**config.mk**
```make
export PLATFORM = sky130hd
export DESIGN_NAME = tscb_combiner
export DESIGN_NICKNAME = d
export VERILOG_FILES = /design/src/tscb_pkg.sv /design/src/tscb_combiner.sv
export SDC_FILE = /design/constraint.sdc
export NUM_CORES = 1
export LEC_CHECK = 0
export BUFFER_PORTS_ARGS = -buffer_cell sky130_fd_sc_hd__buf_4
export CORE_ASPECT_RATIO = 2
export CORE_MARGIN = 5
export CORE_UTILIZATION = 58
export CTS_BUF_LIST = sky130_fd_sc_hd__clkbuf_2
export DETAILED_ROUTE_END_ITERATION = 10
export PLACE_DENSITY = 0.93
export SYNTH_ARGS = -nofsm -noshare
export SYNTH_HDL_FRONTEND = slang
export SYNTH_SLANG_ARGS = --single-unit
```
**constraint.sdc**
```tcl
create_clock -name clk_sys -period 2 [get_ports clk_sys]
set_clock_uncertainty 0.05 [all_clocks]
set_input_delay 0.1 -clock clk_sys [delete_from_list [all_inputs] [get_ports clk_sys]]
set_output_delay 0.1 -clock clk_sys [all_outputs]
set_load 0.01 [all_outputs]
```
**src/tscb_pkg.sv**
```systemverilog
`default_nettype none
// Shared constants and types of the timer status and interrupt combiner.
package tscb_pkg;

	// Register port widths.
	localparam int DW = 8;
	localparam int AW = 4;

	// Register byte offsets.
	localparam logic [AW-1:0] OFF_A0_ST = 4'h0;
	localparam logic [AW-1:0] OFF_A0_EN = 4'h1;
	localparam logic [AW-1:0] OFF_A1_ST = 4'h2;
	localparam logic [AW-1:0] OFF_A1_EN = 4'h3;
	localparam logic [AW-1:0] OFF_B_ST = 4'h4;
	localparam logic [AW-1:0] OFF_B_EN = 4'h5;
	localparam logic [AW-1:0] OFF_IRQ_ST = 4'h6;
	localparam logic [AW-1:0] OFF_IRQ_MSK = 4'h7;
	localparam logic [AW-1:0] OFF_INFO = 4'h8;

	// Flag and enable bit positions, shared by both timer units.
	localparam int BIT_MATCH_A = 0;
	localparam int BIT_MATCH_B = 1;
	localparam int BIT_WRAP = 2;
	localparam int NFLAG = 3;

	// Sticky interrupt status bit positions.
	localparam int IRQ_A0 = 0;
	localparam int IRQ_A1 = 1;
	localparam int IRQ_B = 2;

	// Info register bit: unit A status reads as undefined.
	localparam int INFO_UNDEF = 0;

	// Reset values.
	localparam logic [NFLAG-1:0] FLAG_RST = 3'h0;
	localparam logic [NFLAG-1:0] EN_RST = 3'h0;
	localparam logic [NFLAG-1:0] IRQ_RST = 3'h0;
	localparam logic [DW-1:0] RDATA_RST = 8'h00;
	localparam logic [15:0] CNT_RST = 16'h0000;

	// Unit B counter wrap points.
	localparam logic [15:0] CNT_MAX = 16'hffff;
	localparam logic [15:0] CNT_ZERO = 16'h0000;

	// Pattern shown for an undefined unit A status (arbitrary value).
	localparam logic [DW-1:0] UNDEF_FILL = 8'ha5;

	// One group of timer events, laid out like the status bits.
	typedef struct packed {
		logic wrap;
		logic matchB;
		logic matchA;
	} tscb_evt_t;

	// Unit A reset-value tracking.
	typedef enum logic [1:0] {
		RV_CAPTURE,
		RV_UNDEF,
		RV_VALID
	} tscb_rv_t;

endpackage
`default_nettype wire

```
**src/tscb_combiner.sv**
```systemverilog
// Contract
// - Writing one to a flag changes nothing.
// - Zero write keeps flag last read zero.
// - Zero write clears flag last read one.
// - Unit A status undefined under gated strap.
// - Acknowledge clears request despite pending source.
// - Next new source raises request again.
// - Unit B wrap to zero sets flag.
// - Flag newly set and enabled raises combined request.
// - Acknowledge never clears any status flag.
`timescale 1ns/1ps
`default_nettype none

// One group of three status flags, their enables and one combined request.
module tscb_flag_unit (
	// Clock, reset and freeze.
	input wire logic clk_sys,
	input wire logic arst_n,
	input wire logic ce,
	// Peripheral clock gate of this group.
	input wire logic gateOn,
	// Hardware events.
	input wire tscb_pkg::tscb_evt_t evt,
	// Register access strobes and data.
	input wire logic rdSt,
	input wire logic wrSt,
	input wire logic wrEn,
	input wire logic [tscb_pkg::DW-1:0] wdata,
	// Acknowledge from the interrupt controller.
	input wire logic ack,
	// State seen by the top level.
	output logic [tscb_pkg::NFLAG-1:0] statusQ,
	output logic [tscb_pkg::NFLAG-1:0] enableQ,
	output logic request,
	output logic reqSet
);

	// Flags, enables and the value of each flag as last read.
	logic [tscb_pkg::NFLAG-1:0] status_q, status_d;
	logic [tscb_pkg::NFLAG-1:0] enable_q, enable_d;
	logic [tscb_pkg::NFLAG-1:0] seen_q, seen_d;
	// Enabled-and-set flags of the previous cycle.
	logic [tscb_pkg::NFLAG-1:0] actPrev_q;
	// Combined request.
	logic request_q, request_d;

	// Events only land while the group is clocked.
	wire logic [tscb_pkg::NFLAG-1:0] evtEff = gateOn ? evt : tscb_pkg::FLAG_RST;
	// Writes only land while the group is clocked.
	wire logic wrStOk = wrSt & gateOn;
	wire logic wrEnOk = wrEn & gateOn;
	// A flag clears only where zero is written and one was read.
	wire logic [tscb_pkg::NFLAG-1:0] clrMask =
		wrStOk ? (seen_q & ~wdata[tscb_pkg::NFLAG-1:0]) : tscb_pkg::FLAG_RST;
	// Event is ORed after the clear, so it wins.
	assign status_d = (status_q & ~clrMask) | evtEff;
	// A read records each flag; a write uses the record up.
	assign seen_d = rdSt ? status_q : (wrSt ? tscb_pkg::FLAG_RST : seen_q);
	// Enable register.
	assign enable_d = wrEnOk ? wdata[tscb_pkg::NFLAG-1:0] : enable_q;
	// Sources that are set and enabled now.
	wire logic [tscb_pkg::NFLAG-1:0] active = status_q & enable_q;
	// A source that newly becomes active raises the request.
	assign reqSet = |(active & ~actPrev_q);
	// Acknowledge drops the request; an older pending source cannot re-raise it.
	assign request_d = reqSet | (request_q & ~ack);

	// Flag state; frozen while ce is low.
	always_ff @(posedge clk_sys or negedge arst_n) begin
		if (!arst_n) begin
			status_q <= tscb_pkg::FLAG_RST;
			seen_q <= tscb_pkg::FLAG_RST;
		end else if (ce) begin
			status_q <= status_d;
			seen_q <= seen_d;
		end
	end

	// Enables, activity history and request.
	always_ff @(posedge clk_sys or negedge arst_n) begin
		if (!arst_n) begin
			enable_q <= tscb_pkg::EN_RST;
			actPrev_q <= tscb_pkg::FLAG_RST;
			request_q <= 1'b0;
		end else if (ce) begin
			enable_q <= enable_d;
			actPrev_q <= active;
			request_q <= request_d;
		end
	end

	// Status, enable and request outputs come straight from flops; reqSet is combinational.
	assign statusQ = status_q;
	assign enableQ = enable_q;
	assign request = request_q;
endmodule // tscb_flag_unit

// Status flags and combined requests of timer units A (two channels) and B.
module tscb_combiner (
	// Clock, reset and freeze.
	input wire logic clk_sys,
	input wire logic arst_n,
	input wire logic ce,
	// Register port.
	input wire logic [tscb_pkg::AW-1:0] regAddr,
	input wire logic [tscb_pkg::DW-1:0] regWdata,
	input wire logic regWr,
	input wire logic regRd,
	output logic [tscb_pkg::DW-1:0] regRdata,
	// Unit A channel events.
	input wire tscb_pkg::tscb_evt_t unitAEvt0,
	input wire tscb_pkg::tscb_evt_t unitAEvt1,
	// Unit B counter and compare events.
	input wire logic [15:0] unitBCount,
	input wire logic unitBMatchA,
	input wire logic unitBMatchB,
	// Clocking state of unit A.
	input wire logic oscSelectBit4,
	input wire logic unitAClockGate,
	input wire logic cpuOnHsOsc,
	// Acknowledges from the interrupt controller.
	input wire logic [1:0] unitAIrqAck,
	input wire logic unitBIrqAck,
	// Combined requests and the summary interrupt.
	output logic [1:0] unitAIrqRequest,
	output logic unitBIrqRequest,
	output logic irqOut
);

	// Previous unit B count, for wrap detection.
	logic [15:0] prevCnt_q;
	// Sticky interrupt status and its mask.
	logic [tscb_pkg::NFLAG-1:0] irqSt_q, irqSt_d;
	logic [tscb_pkg::NFLAG-1:0] irqMsk_q, irqMsk_d;
	// Registered read data.
	logic [tscb_pkg::DW-1:0] rdata_q, rdata_d;
	// Unit A reset-value state.
	tscb_pkg::tscb_rv_t rv_q, rv_d;
	// Group state.
	logic [tscb_pkg::NFLAG-1:0] stA0, stA1, stB, enA0, enA1, enB;
	logic reqA0, reqA1, reqB, setA0, setA1, setB;
	// Unit B event group.
	tscb_pkg::tscb_evt_t evtB;

	// Address decode.
	wire logic selA0St = regAddr == tscb_pkg::OFF_A0_ST;
	wire logic selA0En = regAddr == tscb_pkg::OFF_A0_EN;
	wire logic selA1St = regAddr == tscb_pkg::OFF_A1_ST;
	wire logic selA1En = regAddr == tscb_pkg::OFF_A1_EN;
	wire logic selBSt = regAddr == tscb_pkg::OFF_B_ST;
	wire logic selBEn = regAddr == tscb_pkg::OFF_B_EN;
	wire logic selIrqSt = regAddr == tscb_pkg::OFF_IRQ_ST;
	wire logic selIrqMsk = regAddr == tscb_pkg::OFF_IRQ_MSK;
	wire logic selInfo = regAddr == tscb_pkg::OFF_INFO;

	// The counter stepping from its top to zero is a wrap.
	wire logic wrapEvt = (prevCnt_q == tscb_pkg::CNT_MAX) && (unitBCount == tscb_pkg::CNT_ZERO);
	assign evtB = {wrapEvt, unitBMatchB, unitBMatchA};

	// Unit A status reads as undefined until software fixes the clocking.
	wire logic undefA = rv_q != tscb_pkg::RV_VALID;

	// Unit A channel 0 flags.
	tscb_flag_unit u_unitA0 (
		.clk_sys(clk_sys),
		.arst_n(arst_n),
		.ce(ce),
		.gateOn(unitAClockGate),
		.evt(unitAEvt0),
		.rdSt(regRd & selA0St),
		.wrSt(regWr & selA0St),
		.wrEn(regWr & selA0En),
		.wdata(regWdata),
		.ack(unitAIrqAck[0]),
		.statusQ(stA0),
		.enableQ(enA0),
		.request(reqA0),
		.reqSet(setA0)
	);

	// Unit A channel 1 flags.
	tscb_flag_unit u_unitA1 (
		.clk_sys(clk_sys),
		.arst_n(arst_n),
		.ce(ce),
		.gateOn(unitAClockGate),
		.evt(unitAEvt1),
		.rdSt(regRd & selA1St),
		.wrSt(regWr & selA1St),
		.wrEn(regWr & selA1En),
		.wdata(regWdata),
		.ack(unitAIrqAck[1]),
		.statusQ(stA1),
		.enableQ(enA1),
		.request(reqA1),
		.reqSet(setA1)
	);

	// Unit B flags; this unit has no clock gate here.
	tscb_flag_unit u_unitB (
		.clk_sys(clk_sys),
		.arst_n(arst_n),
		.ce(ce),
		.gateOn(1'b1),
		.evt(evtB),
		.rdSt(regRd & selBSt),
		.wrSt(regWr & selBSt),
		.wrEn(regWr & selBEn),
		.wdata(regWdata),
		.ack(unitBIrqAck),
		.statusQ(stB),
		.enableQ(enB),
		.request(reqB),
		.reqSet(setB)
	);

	// New requests set sticky bits; a set beats a same-cycle clear.
	wire logic [tscb_pkg::NFLAG-1:0] irqNew = {setB, setA1, setA0};
	wire logic [tscb_pkg::NFLAG-1:0] irqClr =
		(regWr & selIrqSt) ? regWdata[tscb_pkg::NFLAG-1:0] : tscb_pkg::IRQ_RST;
	assign irqSt_d = (irqSt_q & ~irqClr) | irqNew;
	assign irqMsk_d = (regWr & selIrqMsk) ? regWdata[tscb_pkg::NFLAG-1:0] : irqMsk_q;

	// Unit A status as software sees it.
	wire logic [tscb_pkg::DW-1:0] rdA0 = undefA ? tscb_pkg::UNDEF_FILL : {5'h00, stA0};
	wire logic [tscb_pkg::DW-1:0] rdA1 = undefA ? tscb_pkg::UNDEF_FILL : {5'h00, stA1};

	// Read selection; unmapped offsets read zero.
	wire logic [tscb_pkg::DW-1:0] rdSel =
		selA0St ? rdA0 :
		selA0En ? {5'h00, enA0} :
		selA1St ? rdA1 :
		selA1En ? {5'h00, enA1} :
		selBSt ? {5'h00, stB} :
		selBEn ? {5'h00, enB} :
		selIrqSt ? {5'h00, irqSt_q} :
		selIrqMsk ? {5'h00, irqMsk_q} :
		selInfo ? {7'h00, undefA} :
		tscb_pkg::RDATA_RST;
	// Data stand only in the cycle after the read strobe.
	assign rdata_d = regRd ? rdSel : tscb_pkg::RDATA_RST;

	// Reset-value tracking: the straps are caught after release; the status turns
	// defined once the gate is on and the CPU runs from the high-speed oscillator.
	always_comb begin
		rv_d = rv_q;
		case (rv_q)
			tscb_pkg::RV_CAPTURE: begin
				rv_d = (oscSelectBit4 && !unitAClockGate) ?
					tscb_pkg::RV_UNDEF : tscb_pkg::RV_VALID;
			end
			tscb_pkg::RV_UNDEF: begin
				if (unitAClockGate && cpuOnHsOsc) begin
					rv_d = tscb_pkg::RV_VALID;
				end
			end
			tscb_pkg::RV_VALID: begin
				rv_d = tscb_pkg::RV_VALID;
			end
			default: begin
				rv_d = tscb_pkg::RV_CAPTURE;
			end
		endcase
	end

	// Reset-value state and counter history.
	always_ff @(posedge clk_sys or negedge arst_n) begin
		if (!arst_n) begin
			rv_q <= tscb_pkg::RV_CAPTURE;
			prevCnt_q <= tscb_pkg::CNT_RST;
		end else if (ce) begin
			rv_q <= rv_d;
			prevCnt_q <= unitBCount;
		end
	end

	// Interrupt status, mask and read data.
	always_ff @(posedge clk_sys or negedge arst_n) begin
		if (!arst_n) begin
			irqSt_q <= tscb_pkg::IRQ_RST;
			irqMsk_q <= tscb_pkg::IRQ_RST;
			rdata_q <= tscb_pkg::RDATA_RST;
		end else if (ce) begin
			irqSt_q <= irqSt_d;
			irqMsk_q <= irqMsk_d;
			rdata_q <= rdata_d;
		end
	end

	// Outputs.
	assign regRdata = rdata_q;
	assign unitAIrqRequest = {reqA1, reqA0};
	assign unitBIrqRequest = reqB;
	// Level interrupt while any unmasked sticky bit is set.
	assign irqOut = |(irqSt_q & irqMsk_q);
endmodule // tscb_combiner
`default_nettype wire

```
# == Word-level counts from Yosys, hierarchy flattened ==
# Index checks and enable logic that the tools add are counted.
# word_totals
regBits,71
output_inout_bits,12
# op_classes
n_eq_ne,13
n_mux,27
n_bitwise,50
reduce_logical,22
# op_table
cell,count
two-way mux 3 bit,17
two-way mux 8 bit,6
AND 3 bit,14
NOT 3 bit,8
AND 1 bit,18
equality test 16 bit (second input constant),1
equality test 4 x 3 -> 1 bit (second input constant),4
logical NOT 16 bit,1
AND reduction 2 bit,8
bitwise OR 3 bit,4
OR reduction 3 bit,4
equality test 4 x 2 -> 1 bit (second input constant),2
case mux 2 bit (3 select lines),1
nonzero test 2 bit,3
equality test 4 x 1 -> 1 bit (second input constant),1
equality test 4 bit (second input constant),1
logical NOT 4 bit,1
two-way mux 2 bit,2
inequality test 2 bit (second input constant),2
logical AND 1 bit,3
NOT 1 bit,3
bitwise OR 1 bit,3
equality test 2 x 1 -> 1 bit (second input constant),1
equality test 2 bit (second input constant),1
other kinds (3),3

# == Longest topological paths before layout ==
# depth
ltp_word,11
mapped_depth,6
depth_no_buf,6

# == Hierarchy ==
# From an unflattened synthesis, not the netlist that was laid out.
# hier_totals
cells_unflattened,303
hier_area_um2,3389.5
# by_module_without_submodules
module,instances,cells_per_inst,area_each_um2,seq_area_each_um2
tscb_combiner,1,168,1719.1,700.7
tscb_flag_unit,3,45,556.8,325.3

# == Worst setup path after synthesis ==
# OpenSTA, ideal clock, no wires.
# synth_path
path_type,register to register
startpoint,register rv_q[0]
endpoint,"register rdata_q, in the netlist regRdata[0]"
setup_ns,0.096
arrival_time_ns,1.362
required_ns,1.854
setup_slack_ns,0.493
stages_incl_launch_ff,7
synth_period_minus_slack_ns,1.507
path_cell_list,dfrtp_1 > inv_1 > ha_1 > nand4bb_1 > a21oi_1 > o311a_1 > o32ai_2
# synth_between
elab_chain_len,11
elab_cells_between_ends,13
# synth_lines
item,line_no,text
"start, declared",tscb_combiner.sv:138,"tscb_pkg::tscb_rv_t rv_q, rv_d;"
"start signal, assigned",tscb_combiner.sv:269,rv_q <= tscb_pkg::RV_CAPTURE;
"start signal, assigned",tscb_combiner.sv:272,rv_q <= rv_d;
inequality test 2 bit *,tscb_combiner.sv:161,wire logic undefA = rv_q != tscb_pkg::RV_VALID;
two-way mux 1 bit,tscb_combiner.sv:238,"selInfo ? {7'h00, undefA} :"
two-way mux 3 bit,tscb_combiner.sv:237,"selIrqMsk ? {5'h00, irqMsk_q} :"
two-way mux 3 bit,tscb_combiner.sv:236,"selIrqSt ? {5'h00, irqSt_q} :"
two-way mux 3 bit,tscb_combiner.sv:235,"selBEn ? {5'h00, enB} :"
two-way mux 3 bit,tscb_combiner.sv:234,"selBSt ? {5'h00, stB} :"
two-way mux 3 bit,tscb_combiner.sv:233,"selA1En ? {5'h00, enA1} :"
two-way mux 8 bit,tscb_combiner.sv:232,selA1St ? rdA1 :
two-way mux 8 bit,tscb_combiner.sv:231,"selA0En ? {5'h00, enA0} :"
two-way mux 8 bit *,tscb_combiner.sv:230,selA0St ? rdA0 :
two-way mux 8 bit *,tscb_combiner.sv:241,assign rdata_d = regRd ? rdSel : tscb_pkg::RDATA_RST;
"end signal, assigned",tscb_combiner.sv:282,rdata_q <= tscb_pkg::RDATA_RST;
"end signal, assigned",tscb_combiner.sv:286,rdata_q <= rdata_d;
"end, declared",tscb_combiner.sv:136,"logic [tscb_pkg::DW-1:0] rdata_q, rdata_d;"
# Mark *: on every way between the ends. The rest lies on a longest branch, timed or not.
# A chain may end at the register's enable or synchronous reset.

# == Final worst setup path ==
# layout_path
startpoint,input regAddr[2] in the netlist's numbering
endpoint,"register u_unitA0.status_q, in the netlist u_unitA0.statusQ[1]"
# layout_between
elab_chain_len,7
# layout_lines
item,line_no,text
"start, declared",tscb_combiner.sv:105,"input wire logic [tscb_pkg::AW-1:0] regAddr,"
logical NOT 4 bit,tscb_combiner.sv:146,wire logic selA0St = regAddr == tscb_pkg::OFF_A0_ST;
AND 1 bit,tscb_combiner.sv:171,".wrSt(regWr & selA0St),"
AND 1 bit,tscb_combiner.sv:50,wire logic wrStOk = wrSt & gateOn;
two-way mux 3 bit,tscb_combiner.sv:54,wrStOk ? (seen_q & ~wdata[tscb_pkg::NFLAG-1:0]) : tscb_pkg::FLAG_RST;
NOT 3 bit,tscb_combiner.sv:56,assign status_d = (status_q & ~clrMask) | evtEff;
AND 3 bit,tscb_combiner.sv:56,
bitwise OR 3 bit,tscb_combiner.sv:56,
"end signal, assigned",tscb_combiner.sv:71,status_q <= tscb_pkg::FLAG_RST;
"end signal, assigned",tscb_combiner.sv:74,status_q <= status_d;
"end, declared",tscb_combiner.sv:39,"logic [tscb_pkg::NFLAG-1:0] status_q, status_d;"
# No other way between the ends.

==> summary.md <==
| Metric | Value |
|---|---|
| Status | completed |
| Post-Synth XOR/XNOR Area | 0% |
| Clk Latency, worst-skew pair | 520 ps |
| Routed WL | 9780 um |
| CP max stage cell | dlygate4sd3_1 |
| PwrDens | 757 nW/um2 |
| Hold Crit Start | regAddr[1] |
| First-pass GRT wire length | ~16000 um |
| GRT Util Overall | 28.0% |
| Ratio of cells with drive above 1 in the final layout | 26.6% |
| Syn Inst Count | 315 |
| Congestion Overflow GR | 0 |
| Via/cell ratio | 6.14 |
| Final Util | 76.4% |
| Antenna viol nets, final | 0 |
| FF-to-FF End | regRdata[0] |
| Worst path bufs/invs | 3 |
| H-tree Lvls | 3 |
| Most flops, register | prevCnt_q |
| Main combinational cell family by area after synthesis | simple AND/OR/NAND/NOR gates |
| Die ar. | 7540 um2 |
| Syn-to-layout area delta | 29.1% |
| Origin of the critical flop-to-flop path | rv_q[0] |
| DR pass1 iterations | 6 |
| Max Root-Sink Buffers | 2 |
| Fillers | 346 |
| Placer congestion estimate | 0.911 |
| Commonest cells in the netlist | dfrtp_1 (67), mux2_2 (31), nand2_1 (30) |
| Dpl ws | 328 ps |
| Non-Filler Instances | 478 |
| DRT iter0 DRCs | 156 |
| Hold Vio Cnt, Final | 0 |
| CP peak stage delay | 550 ps |
| Vias | 2935 |
| Synth area leaders | dfrtp_1 (50%), mux2_2 (10%), a22o_1 (3.9%) |
| Die Span X | 64.0 um |
| Slew @ Worst Pin | approximately 830 ps |
| Setup crit start kind | primary input |
| Max-slew headroom | 44.8% |
| Yosys warning count | 0 |
| Crit Path Max Fanout | 18 |
| Avg Cell Area, Syn | 10.7 um2 |
| Post-DP HPWL | 6200 um |
| Clock transition at the registers of the reported paths | 190 ps |
| CP endpoint kind | flop |
| Final min period | 1990 ps |
| Worst min-delay path category | primary input to flop |
| CTS tree | yes |
| R2r setup slk | around 300 ps |
| Final net count | 463 |
| Initial antenna violation count | 0 |
| Max cap viols | 0 |
| Synth Cell Area | 3380 um2 |
| Vias in the first global route | 3223 |
| Leading area contributor after synthesis | dfrtp_1 |
| Post-Synth Adder-Cell Area | about 1.5% |
| Fmax | 503 MHz |
| Slew Viols, Final | 0 |
| Most common cell in the netlist | dfrtp_1 |
| Arrival time worst endpoint | 2370 ps |
| Die Span Y | 118 um |
| WL/cell | 20.4 um |
| Synth Area in Compound Gates | 13.5% |
| Critical path class | primary input to flop |
| # port buffers | 50 |
| Pleak | 1.96 nW |
| Total Power | ~0.0033 W |
| Crit path depth | 7 |
| CTS root buffer | clkbuf_2 |
| R2R cell count | 6 |
| Yosys reg bits | 67 |
| Remaining routing DRC violations | 0 |
| Num CTS Buffers | 9 |
| CP dominant cell by count | dlygate4sd3_1 |
| Synth unique cells | 46 |
| Crit-path leading delay family | buffers and inverters |
| Initial core utilization | 59.1% |
| Post-synth ARST share | 100% |
| Post-synthesis simple-gate area fraction | 17.7% |
| Num rows | 39 |
| Flip-flop and latch area | 1680 um2 |
| Multi-input gate area | 1510 um2 |
| Hold Crit Depth | 3 |
| Register area share after synthesis | about half |
| Ys flop type | dfrtp_1 |
| Crit share post-route | 99.4% |
| Max reg flops | 16 |
| Synth top area share | 49.6% |
| Antenna Cells | 0 |
| Placed cells | 411 |
| Largest net degree at the start of global routing | slightly below 70 |
| I/O pins | 59 |
| Final setup viols | 0 |
| Hold slack | 34.1 ps |
| CP Cell Sequence | dlygate4sd3_1 > buf_4 > nor4_4 > and3_1 > nand3_1 > a22o_1 > dlygate4sd3_1 |
| Post-synth EDFFs | 0 |
| Sink Count | 67 |
| Core area | 5710 um2 |
| Setup ws final | 12.6 ps |
| CP required | 2380 ps |
| VDD IR max | about 840 uV |
| Hold Path End | u_unitA1.seen_q[2] |
| Mux contribution to synthesized area | 11.2% |
kinds of logic (layout without fill, tap and decap cells):
| group | count (synthesis) | after routing |
|---|---|---|
| flops | 67 | 67 |
| simple gates | 108 | 108 |
| compound gates | 63 | 63 |
| mux | 34 | 34 |
| fa+ha+maj | 4 | 4 |
| buf+inv | 38 | 138 |
| other cells | 1 | 3 |
layout by cell type (no fill, tap or decap), types with 6 or more instances in the layout:
cell type / instances
nand3_1: 21
and3_1: 6
nor2_2: 6
nand4_1: 6
a22o_1: 15
o21ai_0: 15
a21o_1: 6
nand2_1: 30
buf_4: 56
nor2b_1: 8
dfrtp_1: 67
nor2_1: 8
mux2_2: 31
clkbuf_2: 9
inv_1: 17
dlygate4sd3_1: 49
worst min-delay path, stage by stage:
cell,delay [ps]
buf_4,180
nand4b_1,160
a22o_1,140
where the power goes:
| group | leakage (nW) | switching (W) | internal (W) |
|---|---|---|---|
| Sequential | 0.803 | 0.000136 | 0.00153 |
| Combinational | 1.07 | 0.000351 | 0.000389 |
| Clock | 0.0805 | 0.000494 | 0.000400 |
| Total | 1.96 | 0.000980 | 0.00232 |
per-stage QoR:
| stage | instance area, um2 | setup TNS [ps] |
|---|---|---|
| 2_1_floorplan | 3380 | 0 |
| 3_3_place_gp | 3720 | 0 |
| 3_5_place_dp | 3720 | 0 |
| 4_1_cts | 4330 | 0 |
| 5_1_grt | 4360 | -52.3 |
| 6_report | 4360 | 0 |
metal layers:
layer  track usage [%]  up-vias  routed length [um]
met5                 0        -                   0
met3              6.30       57                 488
met2              47.2      139                5220
met1              29.4     1419                3240
met4              20.2        0                 822
li1                  -     1320                   -
area by class of cell:
class | count | area share (%)
flip-flops and latches | 67 | 38.5
multi-input cells | 212 | 34.5
repair buffers | 105 | 20.9
clock inverters | 7 | 1.89
well taps | 61 | 1.75
inverters | 17 | 1.46
clock buffers | 9 | 1.03
worst max path at each step:
stage	startpoint	end	slack, ps
6_report	regAddr[2]	u_unitA0.statusQ[1]	10
2_1_floorplan	rv_q[0]	regRdata[0]	490
3_3_place_gp	rv_q[0]	regRdata[0]	380
3_5_place_dp	rv_q[0]	regRdata[0]	330
5_1_grt	regAddr[2]	u_unitA0.statusQ[1]	-30
4_1_cts	regAddr[0]	u_unitA0.statusQ[0]	70
what timing repair did:
item | CTS | global route
resized for setup | 0 | 2
setup endpoints to repair | 0 | 5
hold endpoints to repair | 125 | 0
hold buffers | 49 | 0
setup buffers | 0 | 2
Note: power is estimated with default switching activity, not from simulation.
